### src/hw/sdidr_regs.svh
// offsets, field positions and reset values of the sensor drive and identity registers
`ifndef SDIDR_REGS_SVH
`define SDIDR_REGS_SVH

`define SDIDR_OFF_CHAN1_DRIVE   8'h1f
`define SDIDR_OFF_CHAN2_DRIVE   8'h20
`define SDIDR_OFF_CHAN3_DRIVE   8'h21
`define SDIDR_OFF_MAKER_ID      8'h7e
`define SDIDR_OFF_PART_ID       8'h7f

`define SDIDR_CODE_MSB          15
`define SDIDR_CODE_LSB          11
`define SDIDR_RSVD_MSB          10
`define SDIDR_RSVD_LSB          0

`define SDIDR_CODE_RESET        5'h00
`define SDIDR_RSVD_VALUE        11'h000
`define SDIDR_PTR_RESET         8'h00

`define SDIDR_BITS_PER_BYTE     4'h8
`define SDIDR_LAST_TX_BIT       4'h7

`endif

### src/hw/sdidr_pkg.sv
// types of the sensor drive and identity register bank
package sdidr_pkg;

  typedef enum logic [2:0] {
    SDIDR_ST_IDLE,
    SDIDR_ST_RX,
    SDIDR_ST_ACK,
    SDIDR_ST_TX,
    SDIDR_ST_MACK
  } sdidr_state_t;

  typedef enum logic [1:0] {
    SDIDR_PH_ADDR,
    SDIDR_PH_PTR,
    SDIDR_PH_DATA
  } sdidr_phase_t;

  typedef struct packed {
    logic [4:0] chan1_drive_code;
    logic [4:0] chan2_drive_code;
    logic [4:0] chan3_drive_code;
  } sdidr_codes_t;

  typedef struct packed {
    logic [2:0]   scl_sync;
    logic [2:0]   sda_sync;
    sdidr_state_t state;
    sdidr_phase_t phase;
    logic [3:0]   bit_cnt;
    logic [7:0]   shift;
    logic [7:0]   ptr;
    logic [7:0]   data_hi;
    logic         byte_lsb;
    logic         is_read;
    logic         master_nack;
    logic         sda_drive;
    sdidr_codes_t codes;
    logic [4:0]   active_code;
  } sdidr_st_t;

endpackage

### src/hw/sdidr_top.sv
// sensor drive-current and identity registers behind a two-wire serial slave
`timescale 1ns/1ps
`include "sdidr_regs.svh"

module sdidr_top #(
  parameter logic [6:0]  DEV_ADDR  = 7'h2a,
  parameter bit          FOUR_CHAN = 1'b1,
  parameter bit          HIGH_RES  = 1'b1,
  parameter logic [15:0] MAKER_ID  = 16'h1a2b,  // arbitrary value
  parameter logic [15:0] PART_LO   = 16'h0101,  // arbitrary value
  parameter logic [15:0] PART_HI   = 16'h0102   // arbitrary value
) (
  input  wire logic                CLK_SYS,
  input  wire logic                SYS_RST,
  input  wire logic                SCL_IN,
  input  wire logic                SDA_IN,
  output      logic                SDA_OUT,
  output      logic                SDA_DRIVE_N,
  input  wire logic [1:0]          SEQ_CHAN,
  input  wire logic [4:0]          CHAN0_DRIVE_CODE,
  output      sdidr_pkg::sdidr_codes_t DRIVE_CODES,
  output      logic [4:0]          ACTIVE_DRIVE_CODE
);

  // ==========================================================
  // register decode
  function automatic logic [15:0] read_word(input logic [7:0] ptr,
                                            input sdidr_pkg::sdidr_codes_t c);
    read_word = 16'h0000;
    unique case (ptr)
      `SDIDR_OFF_CHAN1_DRIVE: read_word = {c.chan1_drive_code, `SDIDR_RSVD_VALUE};
      `SDIDR_OFF_CHAN2_DRIVE: read_word = FOUR_CHAN ?
                                {c.chan2_drive_code, `SDIDR_RSVD_VALUE} : 16'h0000;
      `SDIDR_OFF_CHAN3_DRIVE: read_word = FOUR_CHAN ?
                                {c.chan3_drive_code, `SDIDR_RSVD_VALUE} : 16'h0000;
      `SDIDR_OFF_MAKER_ID:    read_word = MAKER_ID;
      `SDIDR_OFF_PART_ID:     read_word = HIGH_RES ? PART_HI : PART_LO;
      default:                read_word = 16'h0000;
    endcase
  endfunction

  // ==========================================================
  // state
  sdidr_pkg::sdidr_st_t st_reg;
  sdidr_pkg::sdidr_st_t st_next;
  logic                 scl_rise;
  logic                 scl_fall;
  logic                 bus_start;
  logic                 bus_stop;
  logic                 wr_en;
  logic [15:0]          wr_data;
  logic [15:0]          rd_word;
  logic [7:0]           rd_byte;

  assign scl_rise  = st_reg.scl_sync[1] & ~st_reg.scl_sync[2];
  assign scl_fall  = ~st_reg.scl_sync[1] & st_reg.scl_sync[2];
  assign bus_start = st_reg.scl_sync[1] & st_reg.scl_sync[2] &
                     ~st_reg.sda_sync[1] & st_reg.sda_sync[2];
  assign bus_stop  = st_reg.scl_sync[1] & st_reg.scl_sync[2] &
                     st_reg.sda_sync[1] & ~st_reg.sda_sync[2];

  always_comb begin
    st_next          = st_reg;
    wr_en            = 1'b0;
    wr_data          = {st_reg.data_hi, st_reg.shift};
    rd_word          = read_word(st_reg.ptr, st_reg.codes);
    rd_byte          = st_reg.byte_lsb ? rd_word[7:0] : rd_word[15:8];
    st_next.scl_sync = {st_reg.scl_sync[1:0], SCL_IN};
    st_next.sda_sync = {st_reg.sda_sync[1:0], SDA_IN};
    if (bus_start) begin
      st_next.state     = sdidr_pkg::SDIDR_ST_RX;
      st_next.phase     = sdidr_pkg::SDIDR_PH_ADDR;
      st_next.bit_cnt   = 4'h0;
      st_next.byte_lsb  = 1'b0;
      st_next.sda_drive = 1'b0;
    end else if (bus_stop) begin
      st_next.state     = sdidr_pkg::SDIDR_ST_IDLE;
      st_next.sda_drive = 1'b0;
    end else begin
      unique case (st_reg.state)
        sdidr_pkg::SDIDR_ST_IDLE: begin
          st_next.sda_drive = 1'b0;
        end
        sdidr_pkg::SDIDR_ST_RX: begin
          if (scl_rise) begin
            st_next.shift   = {st_reg.shift[6:0], st_reg.sda_sync[1]};
            st_next.bit_cnt = st_reg.bit_cnt + 4'h1;
          end else if (scl_fall && st_reg.bit_cnt == `SDIDR_BITS_PER_BYTE) begin
            st_next.state     = sdidr_pkg::SDIDR_ST_ACK;
            st_next.sda_drive = 1'b1;
            unique case (st_reg.phase)
              sdidr_pkg::SDIDR_PH_ADDR: begin
                st_next.is_read = st_reg.shift[0];
                if (st_reg.shift[7:1] != DEV_ADDR) begin
                  st_next.state     = sdidr_pkg::SDIDR_ST_IDLE;
                  st_next.sda_drive = 1'b0;
                end
              end
              sdidr_pkg::SDIDR_PH_PTR: begin
                st_next.ptr      = st_reg.shift;
                st_next.byte_lsb = 1'b0;
              end
              default: begin
                if (!st_reg.byte_lsb) begin
                  st_next.data_hi  = st_reg.shift;
                  st_next.byte_lsb = 1'b1;
                end else begin
                  wr_en            = 1'b1;
                  st_next.ptr      = st_reg.ptr + 8'h01;
                  st_next.byte_lsb = 1'b0;
                end
              end
            endcase
          end
        end
        sdidr_pkg::SDIDR_ST_ACK: begin
          if (scl_fall) begin
            st_next.bit_cnt = 4'h0;
            if (st_reg.phase == sdidr_pkg::SDIDR_PH_ADDR && st_reg.is_read) begin
              st_next.state     = sdidr_pkg::SDIDR_ST_TX;
              st_next.shift     = rd_byte;
              st_next.sda_drive = ~rd_byte[7];
            end else begin
              st_next.state     = sdidr_pkg::SDIDR_ST_RX;
              st_next.sda_drive = 1'b0;
              st_next.phase     = (st_reg.phase == sdidr_pkg::SDIDR_PH_ADDR) ?
                                  sdidr_pkg::SDIDR_PH_PTR : sdidr_pkg::SDIDR_PH_DATA;
            end
          end
        end
        sdidr_pkg::SDIDR_ST_TX: begin
          if (scl_fall) begin
            if (st_reg.bit_cnt == `SDIDR_LAST_TX_BIT) begin
              st_next.state     = sdidr_pkg::SDIDR_ST_MACK;
              st_next.sda_drive = 1'b0;
              if (st_reg.byte_lsb) begin
                st_next.ptr = st_reg.ptr + 8'h01;
              end
              st_next.byte_lsb = ~st_reg.byte_lsb;
            end else begin
              st_next.shift     = {st_reg.shift[6:0], 1'b0};
              st_next.bit_cnt   = st_reg.bit_cnt + 4'h1;
              st_next.sda_drive = ~st_reg.shift[6];
            end
          end
        end
        sdidr_pkg::SDIDR_ST_MACK: begin
          if (scl_rise) begin
            st_next.master_nack = st_reg.sda_sync[1];
          end else if (scl_fall) begin
            if (st_reg.master_nack) begin
              st_next.state = sdidr_pkg::SDIDR_ST_IDLE;
            end else begin
              st_next.state     = sdidr_pkg::SDIDR_ST_TX;
              st_next.bit_cnt   = 4'h0;
              st_next.shift     = rd_byte;
              st_next.sda_drive = ~rd_byte[7];
            end
          end
        end
      endcase
    end
    // register writes; reserved bits and identity words are not stored
    if (wr_en) begin
      if (st_reg.ptr == `SDIDR_OFF_CHAN1_DRIVE) begin
        st_next.codes.chan1_drive_code = wr_data[`SDIDR_CODE_MSB:`SDIDR_CODE_LSB];
      end
      if (FOUR_CHAN && st_reg.ptr == `SDIDR_OFF_CHAN2_DRIVE) begin
        st_next.codes.chan2_drive_code = wr_data[`SDIDR_CODE_MSB:`SDIDR_CODE_LSB];
      end
      if (FOUR_CHAN && st_reg.ptr == `SDIDR_OFF_CHAN3_DRIVE) begin
        st_next.codes.chan3_drive_code = wr_data[`SDIDR_CODE_MSB:`SDIDR_CODE_LSB];
      end
    end
    // code applied while the sequenced channel settles and converts
    unique case (SEQ_CHAN)
      2'h0: st_next.active_code = CHAN0_DRIVE_CODE;
      2'h1: st_next.active_code = st_reg.codes.chan1_drive_code;
      2'h2: st_next.active_code = st_reg.codes.chan2_drive_code;
      2'h3: st_next.active_code = st_reg.codes.chan3_drive_code;
    endcase
  end

  always_ff @(posedge CLK_SYS) begin
    if (SYS_RST) begin
      st_reg          <= '0;
      st_reg.scl_sync <= 3'h7;
      st_reg.sda_sync <= 3'h7;
      st_reg.ptr      <= `SDIDR_PTR_RESET;
      st_reg.codes    <= {`SDIDR_CODE_RESET, `SDIDR_CODE_RESET, `SDIDR_CODE_RESET};
    end else begin
      st_reg <= st_next;
    end
  end

  assign SDA_OUT           = 1'b0;
  assign SDA_DRIVE_N       = ~st_reg.sda_drive;
  assign DRIVE_CODES       = st_reg.codes;
  assign ACTIVE_DRIVE_CODE = st_reg.active_code;

  // ==========================================================
  // assertions
  property p_ch1_write;
    @(posedge CLK_SYS) disable iff (SYS_RST)
    (wr_en && st_reg.ptr == `SDIDR_OFF_CHAN1_DRIVE) |=>
      DRIVE_CODES.chan1_drive_code == $past(wr_data[15:11]);
  endproperty
  a_ch1_write: assert property (p_ch1_write) else $error("channel 1 code not written");

  property p_reset_zero;
    @(posedge CLK_SYS) disable iff (SYS_RST)
    $fell(SYS_RST) |-> (DRIVE_CODES == '0 && ACTIVE_DRIVE_CODE == 5'h00);
  endproperty
  a_reset_zero: assert property (p_reset_zero) else $error("codes not reset");

  property p_apply_code;
    @(posedge CLK_SYS) disable iff (SYS_RST)
    (SEQ_CHAN == 2'h1) ##1 (SEQ_CHAN == 2'h1) |->
      ACTIVE_DRIVE_CODE == $past(DRIVE_CODES.chan1_drive_code);
  endproperty
  a_apply_code: assert property (p_apply_code) else $error("channel 1 not applied");

  property p_ch2_write;
    @(posedge CLK_SYS) disable iff (SYS_RST)
    (FOUR_CHAN && wr_en && st_reg.ptr == `SDIDR_OFF_CHAN2_DRIVE) |=>
      DRIVE_CODES.chan2_drive_code == $past(wr_data[15:11]);
  endproperty
  a_ch2_write: assert property (p_ch2_write) else $error("channel 2 code not written");

  property p_rsvd_zero;
    @(posedge CLK_SYS) disable iff (SYS_RST)
    (st_reg.ptr inside {`SDIDR_OFF_CHAN1_DRIVE, `SDIDR_OFF_CHAN2_DRIVE,
                        `SDIDR_OFF_CHAN3_DRIVE}) |-> rd_word[10:0] == 11'h000;
  endproperty
  a_rsvd_zero: assert property (p_rsvd_zero) else $error("reserved bits not zero");

  property p_maker_id;
    @(posedge CLK_SYS) disable iff (SYS_RST)
    (st_reg.ptr == `SDIDR_OFF_MAKER_ID) |-> rd_word == MAKER_ID;
  endproperty
  a_maker_id: assert property (p_maker_id) else $error("maker identity wrong");

  property p_part_id;
    @(posedge CLK_SYS) disable iff (SYS_RST)
    (st_reg.ptr == `SDIDR_OFF_PART_ID) |-> rd_word == (HIGH_RES ? PART_HI : PART_LO);
  endproperty
  a_part_id: assert property (p_part_id) else $error("part identity wrong");

  property p_two_chan;
    @(posedge CLK_SYS) disable iff (SYS_RST)
    (!FOUR_CHAN && st_reg.ptr inside {`SDIDR_OFF_CHAN2_DRIVE, `SDIDR_OFF_CHAN3_DRIVE}) |->
      (rd_word == 16'h0000 && DRIVE_CODES.chan2_drive_code == 5'h00);
  endproperty
  a_two_chan: assert property (p_two_chan) else $error("absent channel not zero");

endmodule

### config.mk
export PLATFORM = sky130hd
export DESIGN_NAME = sdidr_top
export DESIGN_NICKNAME = d
export VERILOG_FILES = /design/src/hw/sdidr_pkg.sv /design/src/hw/sdidr_top.sv
export VERILOG_INCLUDE_DIRS = /design/src /design/src/hw
export SDC_FILE = /design/constraint.sdc
export NUM_CORES = 1
export LEC_CHECK = 0
export ABC_CLOCK_PERIOD_IN_PS = 2600
export BUFFER_PORTS_ARGS = -buffer_cell sky130_fd_sc_hd__buf_2
export CORE_UTILIZATION = 59
export DETAILED_ROUTE_END_ITERATION = 10
export GPL_TIMING_DRIVEN = 0
export HOLD_SLACK_MARGIN = 0.12
export PLACE_DENSITY = 0.85
export SLEW_MARGIN = 20
export SYNTH_ARGS = -nofsm -noshare
export SYNTH_HDL_FRONTEND = slang
export SYNTH_SLANG_ARGS = --single-unit
### constraint.sdc
create_clock -name CLK_SYS -period 2.6 [get_ports CLK_SYS]
set_input_delay 0.39 -clock CLK_SYS [delete_from_list [all_inputs] [get_ports CLK_SYS]]
set_output_delay 0.39 -clock CLK_SYS [all_outputs]
set_load 0.03 [all_outputs]
# Word level (Yosys, flattened, before mapping)
# Index checks and enable logic that the tools add are counted.
[word_totals] reg_bits=63 inputBits=11 wordCells=165
[op_classes] add_sub_neg=2 eq_ne=35 muxes=66 bitwise_logic=20 n_reduce_logical=25
[ops] op="16-bit one-hot mux with 5 select lines" count=1
[ops] op="12-bit 2-to-1 mux" count=5
[ops] op="8-bit 2-to-1 mux" count=7
[ops] op="12-bit one-hot mux with 4 select lines" count=1
[ops] op="18-bit 2-to-1 mux" count=2
[ops] op="33-bit 2-to-1 mux" count=1
[ops] op="8-bit one-hot mux with 2 select lines" count=2
[ops] op="4-bit != test, second input constant" count=7
[ops] op="1-bit 2-to-1 mux" count=26
[ops] op="2-bit != test, second input constant" count=12
[ops] op="8-bit AND reduction" count=3
[ops] op="3-bit 2-to-1 mux" count=7
[ops] op="7-bit AND reduction" count=3
[ops] op="20-bit 2-to-1 mux" count=1
[ops] op="5-bit one-hot mux with 4 select lines" count=1
[ops] op="17-bit 2-to-1 mux" count=1
[ops] op="8-bit by 6-bit == test with 1-bit output, second input constant" count=2
[ops] op="8-bit by 7-bit == test with 1-bit output, second input constant" count=2
[ops] op="1-bit inverter" count=13
[ops] op="2-bit 2-to-1 mux" count=6
[ops] op="3-bit one-hot mux with 4 select lines" count=1
[ops] op="11-bit AND reduction" count=1
[ops] op="9-bit AND reduction" count=1
[ops] op="8-bit by 1-bit adder with 8-bit output, second input constant" count=1
[ops] op="25 further kinds" count=41

# Logic depth before layout (Yosys ltp)
[logic_depth] depth_word=9 mapped_depth=9 depth_no_buf=7

# Least setup slack after synthesis
# OpenSTA, ideal clock, no wires.
[synth_path] path_type="register -> register" from="register st_reg[32] (netlist bit)" to="register st_reg[44] (netlist bit)" arrival_ns=1.739 t_required_ns=2.465 setup_slack_ns=0.726 path_stages_with_launch=9 n_path_buf=2 period_less_slack_ns=1.874 cell_sequence="dfxtp_1 ha_1 and3_1 buf_4 and4b_1 buf_4 a22o_1 o311ai_1 a311oi_1"
[synth_between] elab_chain_len=7 elab_cells_between_ends=13 cone_classes="eq/ne: 5; mux: 8"
[synth_rtl] element="start: declaration" line="sdidr_top.sv:44" text="sdidr_pkg::sdidr_st_t st_reg;"
[synth_rtl] element="start signal: assignment" line="sdidr_top.sv:192" text="st_reg <= st_next;"
[synth_rtl] element="8-bit by 7-bit == test with 1-bit output, or another cell as far along" line="sdidr_top.sv:30" text="unique case (ptr)"
[synth_rtl] element="16-bit one-hot mux with 5 select lines *" line="sdidr_top.sv:30"
[synth_rtl] element="8-bit 2-to-1 mux *" line="sdidr_top.sv:67" text="rd_byte = st_reg.byte_lsb ? rd_word[7:0] : rd_word[15:8];"
[synth_rtl] element="12-bit 2-to-1 mux" line="sdidr_top.sv:151" text="if (st_reg.master_nack) begin"
[synth_rtl] element="12-bit 2-to-1 mux" line="sdidr_top.sv:150" text="end else if (scl_fall) begin"
[synth_rtl] element="12-bit 2-to-1 mux" line="sdidr_top.sv:148" text="if (scl_rise) begin"
[synth_rtl] element="12-bit one-hot mux with 4 select lines *" line="sdidr_top.sv:80" text="unique case (st_reg.state)"
# Every way passes the cells marked *; elsewhere a longest branch is shown, timed or not. The select of a mux whose other input is x is not followed.
# A chain may end at the register's enable or synchronous reset.

# Worst setup path after layout
[layout_path] from="register st_reg[32] (netlist bit)" to="register st_reg (netlist bit DRIVE_CODES[11])"
[layout_between] elab_chain_len=2
[layout_rtl] element="8-bit by 5-bit == test with 1-bit output"
[layout_rtl] element="2-bit AND reduction (no line)"
# No other way between the ends.

==> flow_summary_export.csv <==
group,metric,value,unit
layout,final_area,3990,um2
placed_design,numPortBuffers,30,
timing,tns,0,ns
timing,whs,0.228,ns
die,coreArea,5640,um2
grt,grt_max_degree,11,
timing,tightest_slew,0.716,ns
cts,cts_root_buffer,"clkbuf_8",
worst_setup_path,startpoint_type,"flip-flop",
drt,viasPerCell,6.34,
die,chipHeight,79.4,um
layout,largest_register_ffs,36,
worst_setup_path,critPathMaxFanout,7,
cts,cts_resized,0,
yosys,ys_ff_latch,60,
yosys,syn_area,3530,um2
layout,drive_above_1_share,24.9,%
run_status,outcome,"finished, final reports clean",
yosys,syn-mean-instance-area,9.02,um2
die,die_w,79.4,um
cts,h-tree-depth,3,
cts,cts_buffers,9,
yosys,syn_nets,409,
layout,nets,450,
yosys,ys.flop_type,"dfxtp_1",
cts,clockBufferDepth,2,
placed_design,dpl_cell_area,3770,um2
yosys,synthArstFlopShare,0,%
hold_path,hp-class,"in2reg",
cts,cts_tree,"yes",
power,ir_drop,0.383,mV
yosys,ys_seq_area_share,34.0,%
layout,fillCellCount,413,
timing,finalCritPeriodShare,84.7,%
timing,hold_violations,0,
yosys,synth_warnings,0,
drt,drtIter0Drc,342,
cts,clk_latency,0.34,ns
cts,clock-sinks,60,
placed_design,dpl_worst_slack,0.512,ns
timing,drv_slew,0,
timing,setup_viol,0,
layout,postLayoutCoreUtil,70.8,%
layout,syn_to_final_growth,13.0,%
yosys,synth_edf_count,0,
cts,cts_setup_buffers,0,
drt,drc_errors,0,
worst_setup_path,end_kind,"flip-flop",
grt,grt_pass1_wl,14500,um
placed_design,gp_congestion,0.939,
timing,finClkSkew,0.00738,ns
power,p_leak,1.58,nW
timing,period_needed,2.20,ns
grt,overflow,0,
grt,grt.total_usage,30.2,%
layout,antennaDiodeCount,0,
die,top_level_ports,33,
placed_design,place_inst,494,
power,powerDensity,486,nW/um2
die,die_area,6300,um2
cts,clk_pin_slew,0.07,ns
yosys,synthCells,392,
timing,final.setup.worst_slack,0.397,ns
grt,antenna_found_initial,0,
drt,wl,9180,um
grt,grt_pass1_vias,2868,
drt,dr.pass1.iters,5,
power,power,1.94,mW
yosys,synth_cell_types,81,
die,initial_utilization,62.7,%
run,cap_violations,0,
die,rows,27,
timing,max_freq,454,MHz
worst_setup_path,arrival,2.42,ns
drt,avgRoutedWirePerCell,18.0,um
layout,fin_cells,510,
drt,vias,3233,
drt,ant_nets,0,
timing,rsz0062_at_grt,"false",
worst_setup_path,crit_type,"reg2reg",
placed_design,hpwlAfterDp,6400,um
cts,cts_hold_buf,0,
worst_setup_path,worst_ep_required_time,2.82,ns
timing,slew_headroom,51.8,%
==> path summary, 6_finish.rpt <==
path | from | endpoint | slack, ns | cells after the start
worst max register to register | st_reg[32] | DRIVE_CODES[11] | 0.40 | 9
worst min-delay path | SDA_IN | st_next[58] | 0.23 | 2
worst max-delay path | st_reg[32] | DRIVE_CODES[11] | 0.40 | 9
worst min register to register | st_next[61] | st_next[62] | 0.42 | 1
==> report_power, final <==
part	total, mW	switching [mW]	internal, mW
Sequential	0.933	0.00614	0.926
Clock	0.928	0.363	0.565
Combinational	0.0816	0.0494	0.0322
Total	1.94	0.419	1.52
==> cells in the final DEF, fill, tap and decap left out, types with 6 or more instances in the layout <==
cell	n
clkbuf_1	12
clkbuf_8	10
nand3_1	6
buf_4	26
inv_1	7
or2_2	6
ha_1	6
buf_2	40
a21oi_1	32
o21ai_0	10
nand2_1	22
mux2i_1	23
nor2_1	36
and3_1	7
dfxtp_1	60
and2_1	8
==> layer usage <==
layer | vias to the layer above | track usage (%) | share of wire, %
li1 | 1513 | - | -
met1 | 1514 | 41.2 | 43
met2 | 191 | 47.9 | 47
met3 | 15 | 4.91 | 8.6
met4 | 0 | 11.5 | 1.2
met5 | - | 0 | 0
==> final cells by class <==
cell class	instances	area, um2	area share (%)
Multi-Input combinational cell	277	2010	50.3
Sequential cell	60	1200	30.1
Buffer	48	298	7.46
Timing Repair Buffer	30	150	3.76
Clock buffer	12	145	3.64
Tap cell	72	90.1	2.26
Clock inverter	4	72.6	1.82
Inverter	7	26.3	0.658
==> worst max-delay path, cell delays in order, from the launching register on <==
cell and delay (ns):
dfxtp_1 0.45, ha_1 0.21, and3_1 0.16, buf_4 0.15, and4b_1 0.22, buf_4 0.16
and4_1 0.18, buf_2 0.20, mux2i_1 0.29, nor2_1 0.06
==> cells by family after synthesis <==
kind of cell               count (synthesis)  share of synthesized area (%)
buffers and inverters                     55                           9.17
and+or+nand+nor                          137                           23.7
other                                      1                          0.106
DFF                                       60                           34.0
muxes                                     28                           9.70
adders and majority gates                  6                           2.12
xor gates and xnor gates                   4                          0.991
AOI/OAI and AO/OA                        101                           20.2
==> synth_stat cells (all sizes together), types with 4 or more instances <==
library cell / n / share of area [%]
a211oi: 5 / 1.1
a21o: 4 / 0.85
a21oi: 33 / 4.8
a311oi: 4 / 1.2
and2: 9 / 1.6
and3: 7 / 1.2
and4: 5 / 1.2
and4b: 4 / 1.2
buf: 38 / 7.4
clkbuf: 10 / 1.1
dfxtp: 60 / 34
ha: 6 / 2.1
inv: 7 / 0.74
mux2i: 23 / 6.5
mux4: 5 / 3.2
nand2: 22 / 2.3
nand2b: 6 / 1.1
nand3: 6 / 0.85
nand3b: 4 / 0.85
nor2: 36 / 3.8
nor4: 4 / 1.6
o211ai: 5 / 1.2
o21ai: 13 / 1.9
or2: 6 / 1.1
or3: 4 / 0.85
No activity file was read; power rests on OpenSTA's default activity.
